File: config.mk
export PLATFORM = sky130hd
export DESIGN_NAME = port_six
export DESIGN_NICKNAME = d
export VERILOG_FILES = /design/src/logic/port_six_pkg.sv /design/src/logic/port_six_pin_mux.sv /design/src/logic/port_six.sv
export SDC_FILE = /design/constraint.sdc
export NUM_CORES = 1
export LEC_CHECK = 0
export BUFFER_PORTS_ARGS = -buffer_cell sky130_fd_sc_hd__buf_4
export CORE_MARGIN = 2
export CORE_UTILIZATION = 47
export DETAILED_ROUTE_END_ITERATION = 16
export PLACE_DENSITY = 0.9
export SYNTH_ARGS = -nofsm -noshare
export SYNTH_HDL_FRONTEND = slang
export SYNTH_SLANG_ARGS = --single-unit
File: constraint.sdc
create_clock -name clk -period 1.8 [get_ports clk]
set_input_delay 0.18 -clock clk [delete_from_list [all_inputs] [get_ports clk]]
set_output_delay 0.18 -clock clk [all_outputs]
set_load 0.02 [all_outputs]
File: src/logic/port_six_pkg.sv
package port_six_pkg;

	// ****************************************************************
	// Register map (byte addresses, word aligned)
	// ****************************************************************
	localparam logic [3:0] OFS_DIRECTION = 4'h0;
	localparam logic [3:0] OFS_LATCH = 4'h4;
	localparam logic [3:0] OFS_CONTROL = 4'h8;
	localparam logic [3:0] OFS_STATUS = 4'hc;

	localparam logic [7:0] LATCH_RESET = 8'h80;
	localparam logic [7:0] DIRECTION_RESET = 8'h80;
	localparam logic [7:0] DIRECTION_READ = 8'hff;
	localparam logic [6:0] PIN_MASK = 7'h7f;
	localparam logic [7:0] AREA_ALL_ONES = 8'hff;
	localparam logic [31:0] UNMAPPED_READ = 32'h00000000;

	// Control register fields
	localparam int CTL_BUS_RELEASE_ENABLE_BIT = 0;
	localparam int CTL_WAITMODE_BIT = 1;
	localparam int CTL_AREA_LSB = 8;
	localparam logic [15:0] CONTROL_RESET = 16'hff00;

	// Pin positions
	localparam int PIN_WAIT = 0;
	localparam int PIN_BUS_RELEASE_REQUEST = 1;
	localparam int PIN_BACK = 2;
	localparam int PIN_ADDR = 3;
	localparam int PIN_READ = 4;
	localparam int PIN_HIGH = 5;
	localparam int PIN_LOW = 6;

	typedef enum logic [1:0]
	{
		MODE_RUN,
		MODE_SW_STANDBY,
		MODE_HW_STANDBY
	} power_mode_t;

	// Bus control signals from and to the bus controller (active low strobes)
	typedef struct packed
	{
		logic low_byte_write_strobe_n;
		logic high_byte_write_strobe_n;
		logic read_strobe_n;
		logic address_strobe_n;
		logic bus_release_ack_n;
	} bus_ctl_out_t;

	typedef struct packed
	{
		logic bus_release_request_n;
		logic wait_n;
	} bus_ctl_in_t;

	typedef struct packed
	{
		logic [6:0] out;
		logic [6:0] oe_n;
	} pin_drive_t;

endpackage

File: src/logic/port_six_pin_mux.sv
`timescale 1ns/1ps
module port_six_pin_mux
(
	// Mode and control
	input wire logic expanded_mode,
	input wire logic bus_release_enable,
	input wire logic wait_active,
	// Port registers
	input wire logic [6:0] port_six_output_latch,
	input wire logic [6:0] port_six_direction_bits,
	// Bus control functions
	input wire port_six_pkg::bus_ctl_out_t ctl_out,
	// Pin drive
	output port_six_pkg::pin_drive_t drive,
	output logic [6:0] function_owned
);
	import port_six_pkg::*;

	always_comb
	begin
		logic [6:0] f_out;
		f_out = '0;
		function_owned = '0;
		if (expanded_mode)
		begin
			function_owned[PIN_LOW] = 1'b1;
			function_owned[PIN_HIGH] = 1'b1;
			function_owned[PIN_READ] = 1'b1;
			function_owned[PIN_ADDR] = 1'b1;
			function_owned[PIN_BACK] = bus_release_enable;
			function_owned[PIN_BUS_RELEASE_REQUEST] = bus_release_enable;
			function_owned[PIN_WAIT] = wait_active;
		end
		f_out[PIN_LOW] = ctl_out.low_byte_write_strobe_n;
		f_out[PIN_HIGH] = ctl_out.high_byte_write_strobe_n;
		f_out[PIN_READ] = ctl_out.read_strobe_n;
		f_out[PIN_ADDR] = ctl_out.address_strobe_n;
		f_out[PIN_BACK] = ctl_out.bus_release_ack_n;
		for (int i = 0; i < 7; i++)
		begin
			if (function_owned[i])
			begin
				// Request and wait are inputs; strobes and acknowledge drive
				drive.out[i] = f_out[i];
				drive.oe_n[i] = (i == PIN_BUS_RELEASE_REQUEST || i == PIN_WAIT);
			end
			else
			begin
				drive.out[i] = port_six_output_latch[i];
				drive.oe_n[i] = ~port_six_direction_bits[i];
			end
		end
	end

endmodule

File: src/logic/port_six.sv
`timescale 1ns/1ps
module port_six
(
	// Clock and reset
	input wire logic clk,
	input wire logic rst,
	// Operating state
	input wire logic expanded_mode,
	input wire port_six_pkg::power_mode_t power_mode,
	// Avalon-MM slave
	input wire logic [3:0] address,
	input wire logic read,
	input wire logic write,
	input wire logic [31:0] writedata,
	input wire logic [3:0] byteenable,
	output logic [31:0] readdata,
	output logic waitrequest,
	// Bus controller side
	input wire port_six_pkg::bus_ctl_out_t ctl_out,
	output port_six_pkg::bus_ctl_in_t ctl_in,
	// Pins
	input wire logic [6:0] pin_in,
	output logic [6:0] pin_out,
	output logic [6:0] pin_oe_n
);
	import port_six_pkg::*;

	// ****************************************************************
	// State
	// ****************************************************************
	logic [7:0] latch_reg, latch_next;
	logic [7:0] dir_reg, dir_next;
	logic [15:0] ctl_reg, ctl_next;
	logic [31:0] readdata_reg, readdata_next;
	logic ack_reg, ack_next;
	logic hw_standby;
	logic bus_release_enable;
	logic wait_active;
	logic [6:0] function_owned;
	pin_drive_t drive;

	assign hw_standby = (power_mode == MODE_HW_STANDBY);
	assign bus_release_enable = ctl_reg[CTL_BUS_RELEASE_ENABLE_BIT];
	assign wait_active = ctl_reg[CTL_WAITMODE_BIT]
		|| (ctl_reg[CTL_AREA_LSB +: 8] != AREA_ALL_ONES);

	function automatic logic [7:0] merge_byte(input logic [7:0] old, input logic [7:0] val,
		input logic en);
		merge_byte = en ? val : old;
	endfunction

	// ****************************************************************
	// Register file
	// ****************************************************************
	always_comb
	begin
		logic access;
		logic [6:0] readback;
		logic [7:0] dir_merged;
		logic [7:0] latch_merged;
		access = (read || write) && !ack_reg;
		dir_merged = merge_byte(dir_reg, writedata[7:0], byteenable[0]);
		latch_merged = merge_byte(latch_reg, writedata[7:0], byteenable[0]);
		latch_next = latch_reg;
		dir_next = dir_reg;
		ctl_next = ctl_reg;
		readdata_next = readdata_reg;
		ack_next = access;
		readback = (pin_in & ~dir_reg[6:0]) | (latch_reg[6:0] & dir_reg[6:0]);
		if (access && write)
		begin
			unique case (address)
				OFS_DIRECTION:
					dir_next = {1'b1, dir_merged[6:0]};
				OFS_LATCH:
					latch_next = {1'b1, latch_merged[6:0]};
				OFS_CONTROL:
				begin
					ctl_next[7:0] = merge_byte(ctl_reg[7:0], writedata[7:0], byteenable[0]);
					ctl_next[15:8] = merge_byte(ctl_reg[15:8], writedata[15:8], byteenable[1]);
				end
				default:
					ctl_next = ctl_reg;
			endcase
		end
		if (access && read)
		begin
			unique case (address)
				OFS_DIRECTION: readdata_next = {24'h000000, DIRECTION_READ};
				OFS_LATCH: readdata_next = {24'h000000, 1'b1, readback};
				OFS_CONTROL: readdata_next = {16'h0000, ctl_reg};
				OFS_STATUS: readdata_next = {17'h00000, function_owned, 1'b0, pin_in};
				default: readdata_next = UNMAPPED_READ;
			endcase
		end
		if (hw_standby)
		begin
			latch_next = LATCH_RESET;
			dir_next = DIRECTION_RESET;
		end
		// Software standby leaves latch and direction untouched
	end

	always_ff @(posedge clk or posedge rst)
	begin
		if (rst)
		begin
			latch_reg <= LATCH_RESET;
			dir_reg <= DIRECTION_RESET;
			ctl_reg <= CONTROL_RESET;
			readdata_reg <= UNMAPPED_READ;
			ack_reg <= 1'b0;
		end
		else
		begin
			latch_reg <= latch_next;
			dir_reg <= dir_next;
			ctl_reg <= ctl_next;
			readdata_reg <= readdata_next;
			ack_reg <= ack_next;
		end
	end

	assign waitrequest = (read || write) && !ack_reg;
	assign readdata = readdata_reg;

	// ****************************************************************
	// Pin multiplexing
	// ****************************************************************
	port_six_pin_mux u_mux
	(
		.expanded_mode(expanded_mode),
		.bus_release_enable(bus_release_enable),
		.wait_active(wait_active),
		.port_six_output_latch(latch_reg[6:0]),
		.port_six_direction_bits(dir_reg[6:0]),
		.ctl_out(ctl_out),
		.drive(drive),
		.function_owned(function_owned)
	);

	assign pin_out = drive.out;
	assign pin_oe_n = drive.oe_n;

	// Inactive (high) when the pin is not assigned to its function
	always_comb
	begin
		ctl_in.bus_release_request_n = function_owned[PIN_BUS_RELEASE_REQUEST] ? pin_in[PIN_BUS_RELEASE_REQUEST] : 1'b1;
		ctl_in.wait_n = function_owned[PIN_WAIT] ? pin_in[PIN_WAIT] : 1'b1;
	end

	// ****************************************************************
	// Assertions
	// ****************************************************************
	a_latch_bit_seven: assert property (@(posedge clk) disable iff (rst)
		latch_reg[7] && dir_reg[7]) else $error("reserved bit 7 not one");
	a_latch_readback: assert property (@(posedge clk) disable iff (rst)
		(read && !waitrequest && address == OFS_LATCH && $past(dir_reg) == dir_reg)
		|-> readdata[6:0] == (($past(pin_in) & ~dir_reg[6:0]) | (latch_reg[6:0] & dir_reg[6:0])))
		else $error("latch readback mismatch");
	a_dir_read_ones: assert property (@(posedge clk) disable iff (rst)
		(read && !waitrequest && address == OFS_DIRECTION) |-> readdata[7:0] == DIRECTION_READ)
		else $error("direction read not all ones");
	a_hw_standby_load: assert property (@(posedge clk) disable iff (rst)
		hw_standby |=> latch_reg == LATCH_RESET && dir_reg == DIRECTION_RESET)
		else $error("standby did not load reset values");
	a_sw_standby_hold: assert property (@(posedge clk) disable iff (rst)
		(power_mode == MODE_SW_STANDBY && !write) |=> $stable(latch_reg) && $stable(dir_reg))
		else $error("software standby changed registers");
	a_strobe_route: assert property (@(posedge clk) disable iff (rst)
		expanded_mode |-> pin_out[PIN_ADDR] == ctl_out.address_strobe_n && !pin_oe_n[PIN_LOW]
		&& pin_out[PIN_LOW] == ctl_out.low_byte_write_strobe_n)
		else $error("strobe not routed");
	a_back_route: assert property (@(posedge clk) disable iff (rst)
		(expanded_mode && bus_release_enable) |-> !pin_oe_n[PIN_BACK]
		&& pin_out[PIN_BACK] == ctl_out.bus_release_ack_n && pin_oe_n[PIN_BUS_RELEASE_REQUEST])
		else $error("bus release pins wrong");
	a_single_chip_io: assert property (@(posedge clk) disable iff (rst)
		!expanded_mode |-> pin_oe_n == ~dir_reg[6:0] && pin_out == latch_reg[6:0])
		else $error("single-chip pins not general I/O");
	a_wait_input: assert property (@(posedge clk) disable iff (rst)
		(expanded_mode && wait_active) |-> pin_oe_n[PIN_WAIT] && ctl_in.wait_n == pin_in[PIN_WAIT])
		else $error("wait pin not an input");
	a_answer_time: assert property (@(posedge clk) disable iff (rst)
		(read || write) && waitrequest |=> !waitrequest)
		else $error("slave answer late");

	c_latch_read: cover property (@(posedge clk) read && !waitrequest && address == OFS_LATCH);
	c_release_on: cover property (@(posedge clk) expanded_mode && bus_release_enable);
	c_wait_on: cover property (@(posedge clk) expanded_mode && wait_active);
	c_hw_standby: cover property (@(posedge clk) hw_standby);

endmodule

==> results.tsv, run 1 <==
stage	metric	value	unit
status	status	completed	
logic_synthesis	Post-synth EDFFs	0	
sta	max-slew violations	0	
place	Final GP Congestion	0.827	
floorplanning	row count	26	
drt	Vias	2015	
floorplanning	DIE HEIGHT	76.4	µm
worst_setup_path	Critical Path End Type	primary output	
cts	CTS buffer count	5	
cts	clk slew on worst S/H paths	90	ps
cells_and_area	area of the multi-input gates	0.00116	mm²
floorplanning	Core Box Area	0.00507	mm²
logic_synthesis	Yosys warnings	0	
sta	Final Skew	7.57	ps
worst_setup_path	critical path's slowest cell	dfstp_2	
drt	WL per Instance	15.8	µm
cells_and_area	ANT cells	0	
power	clock share of power	0.308	
logic_synthesis	asr flop ratio synth	1.00	
min_path	HP Class	input pin to flip-flop	
cells_and_area	Layout area overhead	29.2	%
power	P_leak	1.55	nW
cts	Clock Latency Late Sink	310	ps
grt	vias in the first global route	2022	
cts	TritonCTS clock tree	done	
cells_and_area	final core utilization	0.627	
drt	final antenna-violating net count	0	
cts	Post CTS Setup Buffer Count	0	
grt	first-pass GRT wire length	9.83	mm
run	Max-Cap Viols	0	
sta	final hold vios	0	
power	VDD IR max	0.444	mV
worst_setup_path	Critical Path Start	ctl_reg[13]	
sta	highest clock rate	0.557	GHz
logic_synthesis	sequential share of the synthesized area	0.481	
logic_synthesis	Yosys cell types	36	
sta	crit share post-route	0.997	
cts	clk sink count	47	
worst_setup_path	CP Class	flip-flop to primary output	
place	port bufs	73	
power	P_sw	0.678	mW
worst_setup_path	Worst Path Arrival	1610	ps
place	placement-stage worst setup slack	161	ps
sta	Slew headroom	0.488	
worst_setup_path	Reg2Reg Launch Point	ack_reg	
cells_and_area	Sequential Area	0.00119	mm²
drt	Detailed Routing Iterations Pass 1	4	
logic_synthesis	cell taking the most area after synthesis	dfrtp_1	
logic_synthesis	register bit count reported by yosys	47	
logic_synthesis	leading post-synthesis cells by cell area	dfrtp_1, mux2_2, dfstp_2	
cts	CTS max path bufs	2	
drt	final WL	5.99	mm
grt	All-Layer GR Usage	0.213	
logic_synthesis	Syn Area/Cell	10.6	µm²
cells_and_area	nets	368	
power	PwrDens	782	mW/mm²
floorplanning	width of the chip	76.4	µm
cts	CTS root buf	clkbuf_8	
worst_setup_path	worst path cell trace	nand4b_1, o31ai_4, and2_1, buf_4	
power	Flop pwr share	0.497	
logic_synthesis	top_reg_cell synth	dfrtp_1	
logic_synthesis	Post-Synthesis Cells	233	
drt	1st-iter DRT viols	124	
drt	DRC viols	0	
power	sw frac	0.272	
place	hpwl dp	4.29	mm
sta	Setup Viol. Count Final	0	
logic_synthesis	Synth top area share	0.396	
grt	initial antenna violation count	0	
floorplanning	# IOs	108	
cells_and_area	proportion of layout cells with a drive suffix above 1	0.400	
cts	H-tree depth	2	
sta	final worst slack	6.25	ps
min_path	Hold Startpoint	writedata[11]	
worst_setup_path	Critical Path RT	1620	ps
worst_setup_path	Top Family by Delay on Critical Path	flip-flops	
floorplanning	total die area	0.00584	mm²
worst_setup_path	crit path launch type	flip-flop	
logic_synthesis	mapped cell area	0.00246	mm²
power	Gate power share	0.195	
drt	via-per-instance ratio	5.30	
floorplanning	initial core utilization	0.486	
worst_setup_path	CP max stage delay	550	ps
sta	RSZ-0062 raised after global routing	true	
sta	min cycle time layout	1790	ps
grt	largest net degree at the start of global routing	25	
cells_and_area	Fillers	431	
sta	worst slew pin tran	768	ps
worst_setup_path	Worst Path Max Fanout	3	
power	Pint	1.81	mW
worst_setup_path	WP buf/inv	1	
logic_synthesis	synth cell count leaders	dfrtp_1, nand2_1, mux2_2, mux2i_1, buf_4	
grt	gr ovfl total	0	
## area by class of cell
class	instances	area share
multi-input cells	170	0.365
inverters	3	0.00354
repair buffers	82	0.198
well taps	70	0.0275
flip-flops and latches	47	0.372
clock buffers	7	0.0240
clock inverters	1	0.00943
## path summary, 6_finish.rpt
| path | end | slack, ps | cells after the start |
|---|---|---|---|
| min reg2reg | readdata[11] | 490 | 2 |
| min | ctl_reg[11] | 100 | 2 |
| min in group asynchronous | ctl_reg[0] | 480 | 3 |
| max reg2reg | ctl_reg[4] | 280 | 3 |
| max in group asynchronous | readdata[2] | 810 | 4 |
| max | pin_out[0] | 6 | 4 |
## power by group through the flow
| stage | sequential (mW) | clock, mW | combinational (mW) |
|---|---|---|---|
| 5_1_grt | 1.25 | 0.824 | 0.527 |
| 3_3_place_gp | 1.25 | 0 | 0.465 |
| 6_report | 1.24 | 0.767 | 0.485 |
| 2_1_floorplan | 1.26 | 0 | 0.288 |
| 4_1_cts | 1.24 | 0.775 | 0.489 |
| 3_5_place_dp | 1.26 | 0 | 0.482 |
## what timing repair did
| item | in CTS | in global routing |
|---|---|---|
| endpoints found under the hold margin | 15 | 0 |
| resized for setup | 2 | 0 |
| hold buffers | 1 | 0 |
| pin swaps | 1 | 0 |
| endpoints found under the setup margin | 3 | 2 |
## per-layer routing
layer | track usage | wire (µm) | vias to the layer above | share of wire
li1 | - | - | 936 | -
met1 | 0.261 | 2460 | 971 | 0.41
met2 | 0.365 | 2970 | 94 | 0.50
met3 | 0.0509 | 414 | 14 | 0.069
met4 | 0.0800 | 149 | 0 | 0.025
met5 | 0 | 0 | - | 0
## cells by family after synthesis
kind of cell | Yosys count | synth area share
buffers and inverters | 31 | 0.0756
AOI/OAI and AO/OA | 33 | 0.0934
muxes | 41 | 0.177
DFF | 47 | 0.481
and+or+nand+nor | 80 | 0.171
other | 1 | 0.00152
## cell usage in the layout, fill, tap and decap left out, types with 2 or more instances in the layout
master / Yosys / routed
inv_1: 3 / 2
clkbuf_8: 0 / 5
a32o_1: 7 / 7
and2_1: 2 / 2
conb_1: 1 / 16
dfstp_2: 8 / 8
mux2_2: 21 / 21
nand3_2: 2 / 2
nor2b_1: 3 / 3
mux2i_1: 20 / 20
nor3b_1: 6 / 6
nand3_1: 2 / 2
clkbuf_1: 9 / 2
o21ai_0: 15 / 15
a22oi_1: 4 / 4
nand2_1: 39 / 39
buf_4: 16 / 80
dfrtp_1: 39 / 39
a32oi_1: 3 / 3
nand2b_1: 3 / 3
nor2_1: 13 / 13
## per-stage QoR
| stage | hold slack (ps) | TNS (ps) | area [µm²] | power, mW | std cells |
|---|---|---|---|---|---|
| after floorplan | 331 | 0 | 2520 | 1.55 | 248 |
| after global placement | 255 | 0 | 3050 | 1.71 | 371 |
| after detailed placement | 264 | 0 | 3050 | 1.74 | 371 |
| after CTS | 100 | 0 | 3180 | 2.50 | 380 |
| after global routing | 99.0 | -76.4 | 3180 | 2.60 | 380 |
| final | 102 | 0 | 3180 | 2.49 | 380 |
(Power assumes the default switching activity.)
==> inputs of run 2 (changes only) <==
Settings changed: ABC_AREA set to 1, CORE_UTILIZATION 47 to 48, PLACE_DENSITY 0.9 to 0.91.
==> run 2 against run 1 <==
Against the previous run:
- largest power group unchanged
- via count is 20% higher
- register-to-register slack improved by 150 ps
- critical path type unchanged
- largest cell class unchanged
- highest routed layer unchanged
- power is 1.8% higher
- cell count rose by 28%
- synthesized cell count grew 45%
==> results.tsv, run 2 <==
stage	metric	value	unit	change
worst_setup_path	R2R depth	7		+4
worst_setup_path	Worst Path Arrival	1520	ps	-90 ps
drt	Vias	2419		+20%
cells_and_area	most frequent cells in the layout	nand2_1, buf_4, dfrtp_1, nand3_1, inv_1		
cts	CTS max path bufs	2		unchanged
power	Flop pwr share	0.482		-0.015
cells_and_area	final core utilization	0.634		+0.00703
cells_and_area	commonest non-fill, non-tap cell in the layout	nand2_1		
logic_synthesis	sequential share of the synthesized area	0.456		-0.0252
sta	setup TNS	0	ps	unchanged
sta	final hold vios	0		unchanged
power	Tot Pwr	2.53	mW	+1.8%
cells_and_area	fin cells	486		+28%
logic_synthesis	Post-Synthesis Cells	339		+45%
cts	TritonCTS clock tree	done		
worst_setup_path	Critical Path RT	1620	ps	about the same
sta	crit share post-route	0.947		-0.0500
sta	final worst slack	96.2	ps	+89.9 ps
power	PwrDens	772	mW/mm²	-1.3%
logic_synthesis	register bit count reported by yosys	47		unchanged
power	VDD IR max	0.451	mV	+1.5%
floorplanning	Core Box Area	0.00517	mm²	+1.9%
cts	cts hold-fix bufs	0		-1
cts	Clock Latency Late Sink	300	ps	about the same
sta	highest clock rate	0.587	GHz	+5.3%
grt	All-Layer GR Usage	0.212		-0.00130
floorplanning	total die area	0.00602	mm²	+3.2%
place	hpwl dp	4.83	mm	+13%
power	sw frac	0.285		+0.0131
worst_setup_path	Critical Path End Type	primary output		
logic_synthesis	Syn Area/Cell	7.67	µm²	-27%
place	Final GP Congestion	0.822		-0.57%
cts	H-tree depth	2		unchanged
drt	final antenna-violating net count	0		unchanged
place	placement-stage worst setup slack	425	ps	+264 ps
status	status	completed		
run	Max-Cap Viols	0		unchanged
worst_setup_path	CP Class	flip-flop to primary output		
drt	WL per Instance	13.0	µm	-18%
logic_synthesis	synth cell count leaders	nand2_1, dfrtp_1, inv_1, nand3_1, o21ai_0		
worst_setup_path	CP Depth	7		+3
sta	Final Skew	8.66	ps	+1.10 ps
sta	Slew headroom	0.620		+0.132
floorplanning	# IOs	108		unchanged
grt	gr ovfl total	0		unchanged
sta	RSZ-0062 raised after global routing	false		
cells_and_area	area of all placed cells without fillers	0.00328	mm²	+3.1%
place	DP Area	0.00316	mm²	+3.5%
worst_setup_path	critical path's slowest cell	dfstp_2		
logic_synthesis	asr flop ratio synth	1.00		unchanged
grt	largest net degree at the start of global routing	48		+92%
drt	1st-iter DRT viols	238		+92%
cells_and_area	nets	474		+29%
drt	final WL	6.32	mm	+5.4%
cts	CTS root buf	clkbuf_8		
floorplanning	row count	26		unchanged
worst_setup_path	Worst Path Max Fanout	3		unchanged
sta	max-slew violations	0		unchanged
worst_setup_path	crit path launch type	flip-flop		
logic_synthesis	cell taking the most area after synthesis	dfrtp_1		
cells_and_area	proportion of layout cells with a drive suffix above 1	0.298		-0.102
cells_and_area	Layout area overhead	26.2	%	
logic_synthesis	top_reg_cell synth	dfrtp_1		
place	dpl cells	478		+29%
power	clock share of power	0.316		+0.008
logic_synthesis	Synth top area share	0.375		-0.0208
logic_synthesis	leading post-synthesis cells by cell area	dfrtp_1, nand2_1, dfstp_2		
worst_setup_path	cell mode on critical path	nor2_1		
worst_setup_path	worst path cell trace	nand2_1, nor2_1, nand3_1, nand2_2, inv_1, nor2_1, buf_4		
sta	Setup Viol. Count Final	0		unchanged
power	Gate power share	0.202		+0.007
power	P_sw	0.723	mW	+6.7%
cts	clk slew on worst S/H paths	90	ps	about the same
place	port bufs	73		unchanged
worst_setup_path	Top Family by Delay on Critical Path	flip-flops		
sta	min cycle time layout	1700	ps	-89.9 ps
cells_and_area	ANT cells	0		unchanged
grt	initial antenna violation count	0		unchanged
cts	clk sink count	47		unchanged
floorplanning	width of the chip	77.6	µm	+1.6%
power	Pint	1.81	mW	about the same
drt	via-per-instance ratio	4.98		-6.1%
logic_synthesis	mapped cell area	0.00260	mm²	+5.5%
min_path	HP Class	input pin to asynchronous set/reset pin		
worst_setup_path	WP buf/inv	2		+1
logic_synthesis	Post-synth EDFFs	0		unchanged
cts	CTS buffer count	5		unchanged
power	P_leak	1.84	nW	+19%
logic_synthesis	most common cell in the netlist	nand2_1		
sta	Fin Hold WS	17.4	ps	-84.3 ps
worst_setup_path	CP max stage delay	560	ps	about the same
logic_synthesis	Yosys warnings	0		unchanged
drt	Detailed Routing Iterations Pass 1	6		+2
floorplanning	DIE HEIGHT	77.6	µm	+1.6%
drt	DRC viols	0		unchanged
grt	vias in the first global route	2152		+6.4%
grt	first-pass GRT wire length	10.2	mm	+3.4%
floorplanning	initial core utilization	0.503		+0.0172
sta	worst slew pin tran	571	ps	-198 ps
logic_synthesis	Yosys cell types	24		-33%
cells_and_area	Fillers	411		-4.6%
## run 2: changes by cell type after synthesis, moves of 6 or more
| cell | change |
|---|---|
| o21ai_0 | +7 |
| nor3b_1 | -6 |
| clkbuf_1 | -7 |
| o21ai_1 | +10 |
| inv_1 | +28 |
| o21ai_2 | +8 |
| mux2i_1 | -20 |
| a32o_1 | -7 |
| nand2_1 | +95 |
| mux2_2 | -17 |
| nand3_1 | +29 |
## run 2: power by group through the flow
stage / combinational [mW] / sequential [mW] / clock (mW)
after CTS: 0.514 / 1.22 / 0.805
final: 0.513 / 1.22 / 0.800
after global routing: 0.562 / 1.23 / 0.838
after floorplan: 0.300 / 1.26 / 0
after detailed placement: 0.511 / 1.24 / 0
after global placement: 0.493 / 1.23 / 0
## run 2: cells by family after synthesis
family | after synthesis | share of synthesized area
simple gates | 188 | 0.321
buf+inv | 59 | 0.116
flops | 47 | 0.456
compound gates | 40 | 0.0885
mux | 4 | 0.0173
other cells | 1 | 0.00144
## run 2: final cells by class
cell class | instances | area (µm²) | share of cell area
flip-flops and latches | 47 | 1190 | 0.361
multi-input cells | 248 | 1170 | 0.357
repair buffers | 78 | 586 | 0.178
inverters | 35 | 133 | 0.0404
well taps | 70 | 87.6 | 0.0267
clock buffers | 6 | 82.6 | 0.0252
clock inverters | 2 | 35.0 | 0.0107
## run 2: worst paths after layout
path,from,to,slack [ps]
setup / recovery,ctl_reg[13],pin_out[0],100
hold / removal,rst,latch_reg[0],20
setup reg to reg,ack_reg,ctl_reg[7],430
hold reg to reg,ctl_reg[2],ctl_reg[2],480
max in group asynchronous,rst,readdata[3],1390
min in group clk,writedata[9],ctl_reg[9],90
## run 2: timing repair
| item | in CTS | in global routing |
|---|---|---|
| gates resized for setup | 0 | 1 |
| setup endpoints to repair | 0 | 1 |
| buffers inserted | 0 | 0 |
## run 2: layer usage
metal / part of all wire / vias up / track usage
li1: - / 1179 / -
met1: 0.42 / 1106 / 0.286
met2: 0.49 / 119 / 0.352
met3: 0.067 / 15 / 0.0233
met4: 0.026 / 0 / 0.0804
met5: 0 / - / 0
## run 2: worst reg2reg max path: cells and delay by family (launching register included)
| family | cells | cell delay, ps |
|---|---|---|
| buffers and inverters | 2 | 310 |
| AND/OR/NAND/NOR | 5 | 560 |
| flip-flops | 1 | 380 |
